===== src/include/qlps_pkg.sv =====
// package: constants, types and helpers of the quadrature lo phase select
package qlps_pkg;

  // ********************************************************************
  // register map
  // ********************************************************************
  localparam logic [7:0] PHASE_CODE_OFFSET = 8'h2d; // per-channel phase
  localparam logic [7:0] REF_SELECT_OFFSET = 8'h18; // reference choice
  localparam logic [3:0] PHASE_CODE_RESET  = 4'h0;  // no rotation
  localparam logic       REF_EXT_RESET     = 1'b0;  // internal reference
  localparam int         PHASE_CODE_LSB    = 0;     // code field [3:0]
  localparam int         PHASE_CODE_W      = 4;     // sixteen steps
  localparam int         REF_EXT_BIT       = 0;     // 1 = external ref

  // ********************************************************************
  // divider states: two-bit johnson count, gray along the cycle
  // ********************************************************************
  typedef enum logic [1:0] {
    DIV_S0 = 2'h0,   // 0 deg, reset state
    DIV_S1 = 2'h1,   // 90 deg
    DIV_S2 = 2'h3,   // 180 deg
    DIV_S3 = 2'h2    // 270 deg
  } qlps_div_state_t;

  // johnson state to quarter-turn index
  function automatic logic [1:0] qlps_to_idx(input logic [1:0] s);
    logic [1:0] r;
    r = 2'h0;
    case (s)
      DIV_S0:  r = 2'h0;
      DIV_S1:  r = 2'h1;
      DIV_S2:  r = 2'h2;
      DIV_S3:  r = 2'h3;
      default: r = 2'h0;
    endcase
    return r;
  endfunction

  // quarter-turn index back to johnson state
  function automatic logic [1:0] qlps_to_state(input logic [1:0] i);
    logic [1:0] r;
    r = DIV_S0;
    case (i)
      2'h0:    r = DIV_S0;
      2'h1:    r = DIV_S1;
      2'h2:    r = DIV_S2;
      2'h3:    r = DIV_S3;
      default: r = DIV_S0;
    endcase
    return r;
  endfunction

endpackage


===== src/include/qlps_lo_if.sv =====
// interface: divider state shared from the divider to channel rotators
`timescale 1ns/1ns
`default_nettype none
interface qlps_lo_if;
  logic [1:0] div_state;   // current johnson count of the divider
  logic       sync_hold;   // array reset pulse is held

  modport src  (output div_state, output sync_hold);
  modport sink (input  div_state, input  sync_hold);
endinterface
`default_nettype wire


===== src/core/qlps_chan_rot.sv =====
// one channel phase rotator: quarter turns plus fine step weight
`timescale 1ns/1ns
`default_nettype none
module qlps_chan_rot
(
  // clock and reset
  input  wire logic       clk,
  input  wire logic       resetn,
  // shared divider state
  qlps_lo_if.sink         lo,
  // channel phase code
  input  wire logic [3:0] code,
  // rotated lo and fine weight
  output var  logic       rot_i_q,
  output var  logic       rot_q_q,
  output var  logic [1:0] fine_q
);

  // ********************************************************************
  // rotation
  // ********************************************************************
  logic [1:0] rot_idx;   // advanced quarter-turn index
  logic [1:0] rot_st;    // advanced johnson state

  // upper code bits advance by whole quarter turns; higher code leads
  always_comb
  begin
    rot_idx = 2'(qlps_pkg::qlps_to_idx(lo.div_state) + code[3:2]);
    rot_st  = qlps_pkg::qlps_to_state(rot_idx);
  end

  // registered, one clk behind the divider on every channel alike,
  // so relative phase between channels is untouched
  always_ff @(posedge clk)
  begin
    if (!resetn)
    begin
      rot_i_q <= 1'b0;
      rot_q_q <= 1'b0;
      fine_q  <= 2'h0;
    end
    else
    begin
      rot_i_q <= rot_st[1];
      rot_q_q <= rot_st[0];
      fine_q  <= code[1:0];     // 22.5 deg steps for the mixer weights
    end
  end

  // ********************************************************************
  // checks
  // ********************************************************************
  a_rot_quadrant: assert property (
    @(posedge clk) disable iff (!resetn)
    $past(resetn) |-> {rot_i_q, rot_q_q} == qlps_pkg::qlps_to_state(
      2'(qlps_pkg::qlps_to_idx($past(lo.div_state)) + $past(code[3:2]))))
    else $error("rotated lo does not match code quadrant");

  // after the shared pulse every channel lands on its own code quadrant,
  // which is what keeps equal codes of different devices in phase
  a_rot_after_sync: assert property (
    @(posedge clk) disable iff (!resetn)
    lo.sync_hold |-> ##2 {rot_i_q, rot_q_q} ==
      qlps_pkg::qlps_to_state($past(code[3:2])))
    else $error("rotated lo not aligned to code after sync");

endmodule
`default_nettype wire


===== src/core/qlps_top.sv =====
// top: divide-by-four quadrature lo generator with per-channel phase select
// Function
// - divide 4x lo by four for i/q
// - both lo outputs keep 50% duty
// - final lo flops clocked by 4x lo
// - array reset forces divider known state
// - per-channel 4-bit phase code field
// - shift equals code times 22.5 degrees
// - equal codes in phase, +1 leads
// - reference select, internal after reset
// - divider resumes on next edge
// - unsynced dividers sit in four phases
`timescale 1ns/1ns
`default_nettype none
module qlps_top
#(
  parameter int NUM_CH = 8,                 // channels per device
  parameter int CH_W   = $clog2(NUM_CH)     // channel select width
)
(
  // 4x lo clock and reset
  input  wire logic              clk,       // the four-times lo clock
  input  wire logic              resetn,
  // array-wide synchronising pulse, active high
  input  wire logic              array_sync_reset,
  // register port
  input  wire logic              reg_wr_en,
  input  wire logic [7:0]        reg_addr,
  input  wire logic [7:0]        reg_wr_data,
  input  wire logic [CH_W-1:0]   reg_chan,
  output var  logic [7:0]        reg_rd_data_q,
  // quadrature lo outputs
  output var  logic              lo_i_q,
  output var  logic              lo_q_q,
  // per-channel rotated lo
  output var  logic [NUM_CH-1:0] chan_lo_i_q,
  output var  logic [NUM_CH-1:0] chan_lo_q_q,
  output var  logic [2*NUM_CH-1:0] chan_fine_q,
  // reference choice
  output var  logic              ext_ref_sel_q
);

  // ********************************************************************
  // elaboration checks
  // ********************************************************************
  // the equal-code check compares two channels, and the select is narrow
  if (NUM_CH < 2 || NUM_CH > 16)
  begin : g_bad_ch
    $error("NUM_CH must be 2 to 16");
  end
  if (CH_W < 1 || (1 << CH_W) < NUM_CH)
  begin : g_bad_w
    $error("CH_W too narrow for NUM_CH");
  end

  // ********************************************************************
  // divider
  // ********************************************************************
  qlps_pkg::qlps_div_state_t div_q;   // johnson count, four states
  qlps_pkg::qlps_div_state_t div_d;   // next count
  qlps_lo_if                 lo_bus ();

  // johnson step: each bit high two of four cycles whatever the input
  // duty, which only moves edges and never the count
  always_comb
  begin
    if (array_sync_reset)
      div_d = qlps_pkg::DIV_S0;
    else
    begin
      case (div_q)
        qlps_pkg::DIV_S0: div_d = qlps_pkg::DIV_S1;  // resumes here
        qlps_pkg::DIV_S1: div_d = qlps_pkg::DIV_S2;
        qlps_pkg::DIV_S2: div_d = qlps_pkg::DIV_S3;
        qlps_pkg::DIV_S3: div_d = qlps_pkg::DIV_S0;
        default:          div_d = qlps_pkg::DIV_S0;
      endcase
    end
  end

  // divider count; the shared pulse aligns every device of an array
  always_ff @(posedge clk)
  begin
    if (!resetn)
      div_q <= qlps_pkg::DIV_S0;
    else
      div_q <= div_d;
  end

  // final stage retimed by the 4x lo itself, so gate delay in the
  // next-state logic never reaches the lo edges
  always_ff @(posedge clk)
  begin
    if (!resetn)
    begin
      lo_i_q <= 1'b0;
      lo_q_q <= 1'b0;
    end
    else
    begin
      lo_i_q <= div_d[1];   // 0 deg
      lo_q_q <= div_d[0];   // 90 deg, rises first after reset
    end
  end

  assign lo_bus.div_state = div_q;
  assign lo_bus.sync_hold = array_sync_reset;

  // ********************************************************************
  // registers
  // ********************************************************************
  logic [3:0] phase_code_q [NUM_CH];   // one code per channel

  // phase codes: only the low nibble is stored, upper bits reserved
  always_ff @(posedge clk)
  begin
    if (!resetn)
    begin
      for (int c = 0; c < NUM_CH; c++)
        phase_code_q[c] <= qlps_pkg::PHASE_CODE_RESET;
    end
    else if (reg_wr_en && reg_addr == qlps_pkg::PHASE_CODE_OFFSET)
    begin
      phase_code_q[reg_chan] <= reg_wr_data[qlps_pkg::PHASE_CODE_LSB +:
                                            qlps_pkg::PHASE_CODE_W];
    end
  end

  // reference choice; internal until software asks otherwise
  always_ff @(posedge clk)
  begin
    if (!resetn)
      ext_ref_sel_q <= qlps_pkg::REF_EXT_RESET;
    else if (reg_wr_en && reg_addr == qlps_pkg::REF_SELECT_OFFSET)
      ext_ref_sel_q <= reg_wr_data[qlps_pkg::REF_EXT_BIT];
  end

  // read data, registered; unmapped addresses read zero
  always_ff @(posedge clk)
  begin
    if (!resetn)
      reg_rd_data_q <= 8'h00;
    else if (reg_addr == qlps_pkg::PHASE_CODE_OFFSET)
      reg_rd_data_q <= {4'h0, phase_code_q[reg_chan]};
    else if (reg_addr == qlps_pkg::REF_SELECT_OFFSET)
      reg_rd_data_q <= {7'h00, ext_ref_sel_q};
    else
      reg_rd_data_q <= 8'h00;
  end

  // ********************************************************************
  // channel rotators
  // ********************************************************************
  for (genvar c = 0; c < NUM_CH; c++)
  begin : g_ch
    qlps_chan_rot u_rot
    (
      .clk     (clk),
      .resetn  (resetn),
      .lo      (lo_bus),
      .code    (phase_code_q[c]),
      .rot_i_q (chan_lo_i_q[c]),
      .rot_q_q (chan_lo_q_q[c]),
      .fine_q  (chan_fine_q[2*c +: 2])
    );
  end

  // ********************************************************************
  // checks
  // ********************************************************************
  logic [2:0] quiet_q;   // cycles since the last sync pulse, saturating

  // helper count for the period and duty checks
  always_ff @(posedge clk)
  begin
    if (!resetn || array_sync_reset)
      quiet_q <= 3'h0;
    else if (quiet_q != 3'h7)
      quiet_q <= quiet_q + 3'h1;
  end

  a_div_period: assert property (
    @(posedge clk) disable iff (!resetn)
    quiet_q == 3'h7 |-> div_q == $past(div_q, 4) && div_q != $past(div_q))
    else $error("divider period is not four cycles");

  a_duty_half: assert property (
    @(posedge clk) disable iff (!resetn)
    quiet_q == 3'h7 |-> $countones({lo_i_q, $past(lo_i_q),
      $past(lo_i_q, 2), $past(lo_i_q, 3)}) == 2 &&
      $countones({lo_q_q, $past(lo_q_q), $past(lo_q_q, 2),
      $past(lo_q_q, 3)}) == 2)
    else $error("lo duty cycle is not half");

  a_lo_reclock: assert property (
    @(posedge clk) disable iff (!resetn)
    $past(resetn) |-> lo_i_q == div_q[1] && lo_q_q == div_q[0])
    else $error("final lo stage not aligned to divider");

  a_sync_zero: assert property (
    @(posedge clk) disable iff (!resetn)
    array_sync_reset |=> div_q == qlps_pkg::DIV_S0 && !lo_i_q && !lo_q_q)
    else $error("sync pulse did not clear divider");

  a_sync_resume: assert property (
    @(posedge clk) disable iff (!resetn)
    $fell(array_sync_reset) |=> div_q == qlps_pkg::DIV_S1)
    else $error("divider did not resume on next edge");

  a_q_before_i: assert property (
    @(posedge clk) disable iff (!resetn)
    $fell(array_sync_reset) |=> (lo_q_q && !lo_i_q) ##1 (lo_q_q && lo_i_q))
    else $error("quadrature order after sync wrong");

  a_code_write: assert property (
    @(posedge clk) disable iff (!resetn)
    reg_wr_en && reg_addr == qlps_pkg::PHASE_CODE_OFFSET |=>
      phase_code_q[$past(reg_chan)] == $past(reg_wr_data[3:0]))
    else $error("phase code write not stored");

  a_ref_default: assert property (
    @(posedge clk)
    !resetn |=> !ext_ref_sel_q)
    else $error("reference not internal after reset");

  a_equal_codes: assert property (
    @(posedge clk) disable iff (!resetn)
    $past(resetn) && $past(phase_code_q[0]) == $past(phase_code_q[1]) |->
      chan_lo_i_q[0] == chan_lo_i_q[1] && chan_lo_q_q[0] == chan_lo_q_q[1]
      && chan_fine_q[1:0] == chan_fine_q[3:2])
    else $error("equal codes gave unequal channel phase");

endmodule
`default_nettype wire


===== config.mk =====
export PLATFORM = sky130hd
export DESIGN_NAME = qlps_top
export DESIGN_NICKNAME = d
export VERILOG_FILES = /design/src/include/qlps_pkg.sv /design/src/include/qlps_lo_if.sv /design/src/core/qlps_chan_rot.sv /design/src/core/qlps_top.sv
export SDC_FILE = /design/constraint.sdc
export NUM_CORES = 1
export LEC_CHECK = 0
export ABC_AREA = 1
export BUFFER_PORTS_ARGS = -buffer_cell sky130_fd_sc_hd__buf_2
export CORE_MARGIN = 2
export CORE_UTILIZATION = 40
export CTS_CLUSTER_SIZE = 30
export DETAILED_ROUTE_END_ITERATION = 8
export MAX_ROUTING_LAYER = met4
export SETUP_SLACK_MARGIN = 0.5
export SYNTH_ARGS = -nofsm -noshare
export SYNTH_HDL_FRONTEND = slang
export SYNTH_HIERARCHICAL = 1
export SYNTH_SLANG_ARGS = --single-unit
export TNS_END_PERCENT = 30

===== constraint.sdc =====
create_clock -name clk -period 2 [get_ports clk]
set_input_delay 0.1 -clock clk [delete_from_list [all_inputs] [get_ports clk]]
set_output_delay 0.1 -clock clk [all_outputs]
set_load 0.01 [all_outputs]

# Word-level counts from Yosys, hierarchy flattened
# Memory sizes are Yosys's and may differ from the RTL's.
# Cells that the tools add are included.
# word_totals
ff_bits	45
ramBits	32
in_bits	23
output_inout_bits	43
word_cells	102
mem_count	1
# op_classes
n_addsub	8
eq_ne	29
muxes	20
bitwise_logic	1
reduce_logical	13
# memory_table
memory	words	width	read_ports	rd_clocked_by_memory_dff	wr	line	text
phase_code_q	8	4	9	0	8	qlps_top.sv:112	logic [3:0] phase_code_q [NUM_CH];
# op_table
cell	n
one-hot mux 2 bit (4 select lines)	10
equality test 2 bit (second input constant)	18
equality test 2 x 1 -> 1 bit (second input constant)	9
logical NOT 2 bit	9
adder 2 bit	8
equality test 8 x 5 -> 1 bit (second input constant)	1
equality test 8 x 6 -> 1 bit (second input constant)	1
two-way mux 4 bit	2
two-way mux 1 bit	6
OR reduction 4 bit	1
two-way mux 3 bit	1
logical AND 1 bit	2
two-way mux 2 bit	1
OR reduction 2 bit	1
NOT 1 bit	1

# Depth between registers and ports, before layout
# Gate-level depths: netlist (run 1).
# logic_depth
ltp_word	7
mapped_depth	11
ltp_nobuf	11

# Cells and area by module
# Netlist (run 1), hierarchy kept.
# modules_own_cells
module	n_inst	cells_each	area_per_inst_um2
qlps_chan_rot	8	36	265.3
qlps_top	1	199	1820.5

# Worst setup path before layout (run 1)
# Ideal clock, no wire load.
# synth_timing
kind	register -> register
start	register div_q[1]
end	register g_ch[5].u_rot.rot_i_q
setup_ns	0.112
t_arrival_ns	1.908
required_ns	1.888
slack_ns	-0.020
stages_incl_launch_ff	11
n_path_buf	0
period_less_slack_ns	2.020
cell_sequence	dfxtp_1 -> inv_1 -> ha_1 -> ha_1 -> nand2_1 -> nand2_1 -> nand2_2 -> nand2_2 -> ha_1 -> a21oi_2 -> nor2_1
# synth_via
elab_chain_cells	5
elab_cells_between_ends	11
classes_between	add/sub (1); eq/ne (6); mux (2); reduce/logical (2)
# synth_rtl
element	line	text
from (decl)	qlps_top.sv:59	qlps_pkg::qlps_div_state_t div_q;
from (signal assigned)	qlps_top.sv:85	div_q <= qlps_pkg::DIV_S0;
from (signal assigned)	qlps_top.sv:87	div_q <= div_d;
equality test 2 bit, or another cell as far along	qlps_pkg.sv:29	case (s)
one-hot mux 2 bit (4 select lines) *	qlps_pkg.sv:29	
adder 2 bit *	qlps_chan_rot.sv:28	rot_idx = 2'(qlps_pkg::qlps_to_idx(lo.div_state) + code[3:2]);
equality test 2 bit, or another cell as far along	qlps_pkg.sv:43	case (i)
one-hot mux 2 bit (4 select lines) *	qlps_pkg.sv:43	
to (signal assigned)	qlps_chan_rot.sv:44	rot_i_q <= rot_st[1];
to (decl)	qlps_chan_rot.sv:14	output var logic rot_i_q,
# Mark *: on every way between the ends. The rest lies on a longest branch, timed or not.
# A chain may end at the register's enable or synchronous reset.

# Final worst setup path (run 1)
# layout_timing
start	register div_q[0]
end	register g_ch[5].u_rot.rot_i_q
# Same word-level chain as after synthesis.

==> metrics, run 1 <==
Netlist cell types=25; crit-path max FO=4; post-route cell area=0.005320 mm2; area post-placement=0.004407 mm2; ANT cells=0; Switching Fraction=27.52%; HPWL after DPL=6113 um; area of the core=0.009684 mm2; number of port buffers=57; CTS Buffer Depth=2; register area share after synthesis=44.18%; syn_area_per_cell=8.096 um2; Critical Setup Path Class=reg -> reg; post-synth top area cell=edfxtp_1; floorplan row count=36; root buffer cell=clkbuf_8; Reg2Reg Setup Slack=290 ps; total power=3.643 mW; worst reg-to-reg path cell count=12; peak supply drop=0.3476 mV; Flop pwr share=45.2%; reg2reg end=g_ch[5].u_rot/rot_i_q; status=finished clean; Via Count=3,337; vias in the first global route=3,350; fin. max-slew vios=0; Synth area leaders=edfxtp_1 24%, dfxtp_1 20%, ha_1 13%; clock latency on the worst-skew pair=360 ps; CP Data Arrival Time=1970 ps; worst r2r src=div_q[0]; Sink Count=71; Post-Route WL=9967 um; I/O Pins=66; aggregate negative setup slack=0 ps; drt via density=4.687; final hold slack=13.58 ps; top-count cell post-synth=nand2_1; initial antenna violation count=0; Tot GR Track Use=20.50%; ys flop type=dfxtp_1; Final setup viols=0; routability cong.=0.8240; pre-CTS setup slack=155.5 ps; Post-Syn Area=0.003943 mm2; initial core utilization=40.71%; #FFs+latches synth=71; H-tree levels=3; Min-Delay Endpoint=ext_ref_sel_q; final hold vios=0; crit end category=register; yosys warns=6; Switch Pwr=1.003 mW; Hold Startpoint=reg_wr_en; crit share post-route=85.66%; Die Ht=103.3 um; Int Pwr=2.640 mW; Worst-Margin Slew=591.8 ps; CTS tree=built; placed insts=675; Gate Count Post-Synth=487; TritonCTS Buffers=9; min Tclk post-route=1713 ps; FMAX=583.7 MHz; Max transition margin=60.50%; RSZ-0062 raised after global routing=true; DR pass1 iterations=4; Final Skew=13.76 ps; DRC violations left=0; crit path launch type=register; gr ovfl total=0; max_cap viols=0; layout cells sized above 1=38.00%; CP required=2260 ps; Post-synth EDFFs=32; nets@finish=637; synth cell count leaders=96 x nand2_1, 90 x nor2_1, 75 x inv_1, 40 x ha_1, 39 x dfxtp_1; Leak Pwr=2.503 nW; first-pass GRT wire length=15,680 um; combinational cell fraction of total power=19.6%; hold depth=3; async set-reset flop share out of synthesis=0%; Clock Power Share=35.2%; Die Area=0.01067 mm2; mean routed wirelength per cell=14.00 um; DIE WIDTH=103.3 um; Synth-to-Final Area Change=34.94%; Pwr per Cell Area=684.7 mW/mm2; DRT iter0 DRCs=186; largest net degree at the start of global routing=36; final core occ=54.94%; CTS clk-pin slew, worst paths=80 ps; Hold Path Class=in -> reg; post-route insts no fill=712; Final ANT Viol Nets=0; top-area cell type share of the netlist area=24.37%; post-route setup slack=286.7 ps
==> area by class of cell <==
type | count | area, um2
well taps | 133 | 166.4
fillers | 900 | 4364
flip-flops and latches | 71 | 1749
inverters | 84 | 347.8
clock inverters | 5 | 71.32
multi-input cells | 327 | 2291
repair buffers | 81 | 553.0
clock buffers | 11 | 141.4
==> layout by cell type (no fill, tap or decap), types with 5 or more instances in the layout <==
master / Yosys / final
buf_4: 4 / 14
inv_1: 75 / 59
nand2_2: 24 / 26
nor2_1: 90 / 83
ha_4: 0 / 30
o21ai_2: 8 / 8
a21oi_2: 8 / 8
nand2_1: 96 / 90
ha_1: 40 / 8
o211ai_1: 6 / 6
nor2_2: 8 / 13
nand3_1: 17 / 17
inv_6: 0 / 5
edfxtp_1: 32 / 32
clkbuf_8: 0 / 10
o21ai_0: 14 / 14
dfxtp_1: 39 / 37
inv_2: 8 / 16
buf_2: 3 / 57
==> worst max path at each step <==
| stage | slack (ps) | depth (start not counted) | to | from |
|---|---|---|---|---|
| 6_report | 290 | 12 | g_ch[5].u_rot/rot_i_q | div_q[0] |
| 5_1_grt | 210 | 12 | g_ch[0].u_rot/rot_i_q | div_q[0] |
| 4_1_cts | 320 | 12 | g_ch[4].u_rot/rot_i_q | div_q[0] |
| 3_5_place_dp | 160 | 11 | g_ch[5].u_rot/rot_i_q | div_q[0] |
| 3_3_place_gp | 250 | 10 | g_ch[3].u_rot/rot_q_q | div_q[0] |
| 2_1_floorplan | 340 | 11 | g_ch[0].u_rot/rot_i_q | div_q[1] |
==> what timing repair did <==
item / 4_1_cts / 5_1_grt
buffers inserted: 19 / 0
cloned: 1 / 0
setup endpoints to repair: 16 / 16
pin swaps: 49 / 15
hold buffers: 1 / 0
hold endpoints to repair: 2 / 0
gates resized for setup: 91 / 15
==> critical path, stage by stage, from the launching register on <==
cell,delay (ps)
dfxtp_4,390
buf_12,140
inv_4,40
ha_4,260
ha_4,130
inv_2,40
nand2_1,60
nand2_1,70
nand2_2,90
nand2_4,70
ha_4,150
a21oi_2,100
nor2_1,50
==> cell families (layout without fill, tap and decap cells) <==
family	after synthesis	in the layout	synth area share, %
adders and majority gates	40	40	12.69
AOI/OAI and AO/OA	38	38	6.760
other	1	4	0.09512
DFF	71	71	44.18
buffers and inverters	92	181	9.235
and+or+nand+nor	245	245	27.04
==> power by group through the flow <==
| stage | Clock (mW) | Combinational [mW] | Sequential [mW] |
|---|---|---|---|
| finish | 1.28 | 0.714 | 1.65 |
| global placement | 0 | 0.503 | 1.68 |
| global route | 1.35 | 0.798 | 1.66 |
| CTS | 1.30 | 0.682 | 1.65 |
| floorplan | 0 | 0.331 | 1.70 |
| detailed placement | 0 | 0.521 | 1.68 |
==> sequential cells by signal (all words and copies together), names as in the netlist <==
name                count
phase_code_q           32
g_ch.u_rot/fine_q      16
g_ch.u_rot/rot_i_q      8
g_ch.u_rot/rot_q_q      8
reg_rd_data_q           4
div_q                   2
ext_ref_sel_q           1
==> routing by layer <==
| layer | track usage (%) | part of all wire [%] | up-vias |
|---|---|---|---|
| li1 | - | - | 1677 |
| met1 | 23.50 | 43 | 1524 |
| met2 | 33.97 | 48 | 111 |
| met3 | 4.301 | 6.2 | 25 |
| met4 | 10.43 | 2.6 | 0 |
| met5 | - | 0 | - |
No activity file was read; power rests on OpenSTA's default activity.
==> inputs of run 2 (changes only) <==
GPL_TIMING_DRIVEN = 0   (was default)
PLACE_DENSITY_LB_ADDON = 0.1   (was default)
==> metrics, run 2 (synthesis gave the netlist of run 1 again) <==
routability cong.=0.8055 (was 0.8240); Worst-Margin Slew=606.3 ps (was 591.8 ps); FMAX=593.2 MHz (was 583.7 MHz); Final setup viols=0 (unchanged); most frequent cells in the layout=89 x nand2_1, 84 x nor2_1, 60 x buf_2, 59 x inv_1, 37 x dfxtp_1 (was 90 x nand2_1, 83 x nor2_1, 59 x inv_1, 57 x buf_2, 37 x dfxtp_1); post-route insts no fill=726 (was 712); Via Count=3,326 (was 3,337); most common cell after layout, fill and taps aside=nand2_1 (unchanged); Sink Count=71 (unchanged); H-tree levels=3 (unchanged); crit share post-route=84.29% (was 85.66%); nets@finish=651 (was 637); Final Skew=10.11 ps (was 13.76 ps); Hold Path Class=in -> reg (unchanged); initial core utilization=40.71% (unchanged); Synth-to-Final Area Change=36.59% (was 34.94%); mean routed wirelength per cell=13.81 um (was 14.00 um); CP required=2250 ps (was 2260 ps); I/O Pins=66 (unchanged); first-pass GRT wire length=16,100 um (was 15,680 um); placed insts=680 (was 675); Max transition margin=59.58% (was 60.50%); TritonCTS Buffers=9 (unchanged); CP Data Arrival Time=1940 ps (was 1970 ps); floorplan row count=36 (unchanged); CTS Buffer Depth=2 (unchanged); crit path launch type=register (unchanged); initial antenna violation count=0 (unchanged); DIE WIDTH=103.3 um (unchanged); crit end category=register (unchanged); Tot GR Track Use=20.92% (was 20.50%); DRC violations left=0 (unchanged); Largest register FFs=32 (unchanged); min Tclk post-route=1686 ps (was 1713 ps); RSZ-0062 raised after global routing=true (unchanged); DRT iter0 DRCs=179 (was 186); CP max stage cell=dfxtp_4 (unchanged); status=finished clean (unchanged); CTS clk-pin slew, worst paths=80 ps (about the same); Leak Pwr=2.564 nW (was 2.503 nW); area of the core=0.009684 mm2 (unchanged); Pwr per Cell Area=655.5 mW/mm2 (was 684.7 mW/mm2); vias in the first global route=3,272 (was 3,350); Post-Route WL=10,030 um (was 9967 um); Final ANT Viol Nets=0 (unchanged); fin. max-slew vios=0 (unchanged); HPWL after DPL=6088 um (was 6113 um); worst path cell trace=buf_8, inv_4, ha_4, ha_4, inv_2, nand2_1, nand2_1, nand2_2, nand2_4, ha_4, nor2_1 (was buf_12, inv_4, ha_4, ha_4, inv_2, nand2_1, nand2_1, nand2_2, nand2_4, ha_4, a21oi_2, nor2_1); number of port buffers=57 (unchanged); DR pass1 iterations=4 (unchanged); clock latency on the worst-skew pair=350 ps (was 360 ps); root buffer cell=clkbuf_8 (unchanged); Largest Register=phase_code_q (unchanged); Die Area=0.01067 mm2 (unchanged); Die Ht=103.3 um (unchanged); CP dominant cell by count=ha_4 (unchanged); Critical Setup Path Class=reg -> reg (unchanged); final core occ=55.61% (was 54.94%); peak supply drop=0.3177 mV (was 0.3476 mV); final hold vios=0 (unchanged); drt via density=4.581 (was 4.687); ANT cells=0 (unchanged); max_cap viols=0 (unchanged); aggregate negative setup slack=0 ps (unchanged); Largest regs=phase_code_q (32), g_ch.u_rot/fine_q (16) (unchanged); largest net degree at the start of global routing=28 (was 36); crit-path max FO=3 (was 4); gr ovfl total=0 (unchanged); layout cells sized above 1=40.13% (was 38.00%); Crit path largest cell delay=380 ps (was 390 ps); CTS tree=built (unchanged)
==> run 2: repair_timing <==
action | in CTS | in global routing
gates resized for setup | 78 | 32
setup buffers | 27 | 2
pin swaps | 49 | 29
cloned | 0 | 0
hold buffers | 1 | 0
hold endpoints to repair | 2 | 0
setup endpoints to repair | 16 | 48
==> run 2: area by class of cell <==
cell class                      instances  area [um2]
Inverter                               84       345.3
Sequential cell                        71        1749
Clock buffer                           12       176.4
Timing Repair Buffer                   87       575.6
Multi-Input combinational cell        327        2298
Clock inverter                          4       25.02
Buffer                                  8       48.80
Fill cell                             917        4299
Tap cell                              133       166.4
==> run 2: stage by stage <==
| stage | instance area, um2 | setup slack (ps) | power, mW | hold WS [ps] |
|---|---|---|---|---|
| 2_1_floorplan | 3981 | 344.9 | 2.034 | 193.5 |
| 3_3_place_gp | 4433 | 152.6 | 2.193 | 357.2 |
| 3_5_place_dp | 4433 | 116.7 | 2.205 | 361.4 |
| 4_1_cts | 5254 | 369.1 | 3.508 | 31.67 |
| 5_1_grt | 5385 | 257.3 | 3.729 | 60.48 |
| 6_report | 5385 | 314.1 | 3.530 | 48.09 |
==> run 2: layer usage <==
metal / global-route usage (%) / vias up / wire [um]
li1: - / 1708 / -
met2: 32.37 / 82 / 4835
met1: 27.33 / 1527 / 4635
met4: 7.996 / 0 / 119
met5: - / - / 0
met3: 3.898 / 9 / 436
==> run 2: worst max-delay path: cells and delay by family (launching register included) <==
family,cells,cell delay [ps]
buf+inv,3,230
fa+ha+maj,3,650
flops,1,380
simple gates,5,320
==> run 2: report_power, final <==
group / total (mW) / switching [mW] / internal, mW
Clock: 1.15 / 0.561 / 0.593
Sequential: 1.65 / 0.0476 / 1.60
Combinational: 0.726 / 0.401 / 0.325
==> run 2: path summary, 6_finish.rpt <==
| path | from | to | slack [ps] | cells past startpoint |
|---|---|---|---|---|
| worst max register to register | div_q[0] | g_ch[5].u_rot/rot_q_q | 310 | 11 |
| worst min-delay path | reg_wr_en | ext_ref_sel_q | 50 | 3 |
| worst max-delay path | div_q[0] | g_ch[5].u_rot/rot_q_q | 310 | 11 |
| worst min register to register | phase_code_q[7][1] | g_ch[7].u_rot/fine_q[1] | 480 | 2 |
==> inputs of run 3 (changes only) <==
clock period = 1.4 ns   (was 2 ns; I/O delays follow)
==> metrics, run 3 (synthesis gave the netlist of run 1 again) <==
Hold Path Class=in -> reg (unchanged); failing checks=setup timing; max_cap viols=0 (unchanged); first-pass GRT wire length=16,450 um (was 16,100 um); CP required=1660 ps (was 2250 ps); Synth-to-Final Area Change=48.71% (was 36.59%); most common cell after layout, fill and taps aside=nand2_1 (unchanged); DRC violations left=0 (unchanged); Leak Pwr=2.671 nW (was 2.564 nW); vias in the first global route=3,305 (was 3,272); TritonCTS Buffers=9 (unchanged); Die Ht=103.3 um (unchanged); root buffer cell=clkbuf_8 (unchanged); pre-CTS setup slack=-541.7 ps (was 116.7 ps); drt via density=4.612 (was 4.581); Post-Route WL=10,290 um (was 10,030 um); Largest register FFs=32 (unchanged); peak supply drop=0.4257 mV (was 0.3177 mV); Via Count=3,404 (was 3,326); CTS clk-pin slew, worst paths=80 ps (about the same); DIE WIDTH=103.3 um (unchanged); CTS tree=built (unchanged); area of the core=0.009684 mm2 (unchanged); Final setup viols=16 (was 0); crit-path max FO=6 (was 3); crit end category=register (unchanged); Max transition margin=60.64% (was 59.58%); aggregate negative setup slack=-4113 ps (was 0 ps); Final ANT Viol Nets=0 (unchanged); status=finished, violations left (was finished clean); placed insts=680 (unchanged); fin. max-slew vios=0 (unchanged); Largest regs=phase_code_q (32), g_ch.u_rot/fine_q (16) (unchanged); RSZ-0062 raised after global routing=true (unchanged); initial antenna violation count=0 (unchanged); CTS Buffer Depth=2 (unchanged); largest net degree at the start of global routing=28 (unchanged); I/O Pins=66 (unchanged); FF/Latch Area=0.001757 mm2 (was 0.001749 mm2); CP Data Arrival Time=1960 ps (was 1940 ps); crit share post-route=121.1% (was 84.29%); number of port buffers=57 (unchanged); ANT cells=0 (unchanged); DR pass1 iterations=4 (unchanged); min Tclk post-route=1695 ps (was 1686 ps); routability cong.=0.8357 (was 0.8055); most frequent cells in the layout=75 x nand2_1, 73 x nor2_1, 55 x inv_1, 49 x buf_2, 32 x edfxtp_1 (was 89 x nand2_1, 84 x nor2_1, 60 x buf_2, 59 x inv_1, 37 x dfxtp_1); FMAX=590.0 MHz (was 593.2 MHz); Multi-input gate area=0.002529 mm2 (was 0.002298 mm2); total power=4.955 mW (was 3.530 mW); nets@finish=663 (was 651); gr ovfl total=0 (unchanged); Largest Register=phase_code_q (unchanged); crit path launch type=register (unchanged); DRT iter0 DRCs=123 (was 179); Final Skew=8.965 ps (was 10.11 ps); final hold vios=0 (unchanged); H-tree levels=3 (unchanged); initial core utilization=40.71% (unchanged); HPWL after DPL=6192 um (was 6088 um); mean routed wirelength per cell=13.94 um (was 13.81 um); Die Area=0.01067 mm2 (unchanged); Pwr per Cell Area=845.2 mW/mm2 (was 655.5 mW/mm2); clock latency on the worst-skew pair=350 ps (about the same); layout cells sized above 1=47.60% (was 40.13%); floorplan row count=36 (unchanged); post-route insts no fill=738 (was 726); Sink Count=71 (unchanged); post-route setup slack=-295.1 ps (was 314.1 ps); Worst-Margin Slew=588.2 ps (was 606.3 ps); fill count=845 (was 917); Tot GR Track Use=21.55% (was 20.92%); Critical Setup Path Class=reg -> reg (unchanged)
## run 3: cell count changes in the layout (fill, tap and decap cells not counted), sizes merged
cell and delta:
buf +11, dlygate4sd3 +1
## run 3: cell type report
class	count	share of cell area, %
clock buffer	12	2.475
timing repair buffer	99	13.64
sequential	71	29.96
buffer	8	0.9390
multi-input combinational	327	43.13
inverter	84	6.658
tap	133	2.838
clock inverter	4	0.3628
## run 3: repair_timing
item	4_1_cts	5_1_grt
setup buffers	37	3
pin swaps	68	53
endpoints found under the hold margin	3	0
setup endpoints to repair	91	73
gates resized for setup	135	62
hold buffers	2	0
## run 3: critical path, stage by stage (launching register included)
cell,delay [ps]
dfxtp_4,380
buf_8,140
inv_2,50
ha_4,240
ha_4,170
nand2_1,110
nand2_2,70
nand2_2,80
nand2_2,80
ha_4,260
nor2_1,30
## run 3: worst paths after layout
path                           start                 endpoint  slack, ps  depth (start not counted)
setup reg to reg            div_q[1]    g_ch[3].u_rot/rot_q_q       -300                         10
hold reg to reg   phase_code_q[0][0]  g_ch[0].u_rot/fine_q[0]        480                          2
setup / recovery            div_q[1]    g_ch[3].u_rot/rot_q_q       -300                         10
hold / removal             reg_wr_en            ext_ref_sel_q         20                          4
## run 3: report_power, final
part	internal (mW)	switching [mW]
clock network	0.685	0.773
registers	2.29	0.0717
logic	0.520	0.615
total	3.50	1.46
## run 3: layer usage
| metal | GRT usage [%] | share of wire (%) |
|---|---|---|
| met1 | 25.85 | 42 |
| met2 | 36.66 | 51 |
| met3 | 3.091 | 4.5 |
| met4 | 8.401 | 1.8 |
| met5 | - | 0 |
## run 3: stage by stage
stage | utilization (%) | hold WS [ps] | area, um2
finish | 60.54 | 18.96 | 5863
detailed placement | 46.34 | 320.4 | 4488
CTS | 58.36 | 2.257 | 5652
global route | 60.54 | 37.69 | 5863
floorplan | - | 163.5 | 4036
global placement | 46.34 | 317.3 | 4488
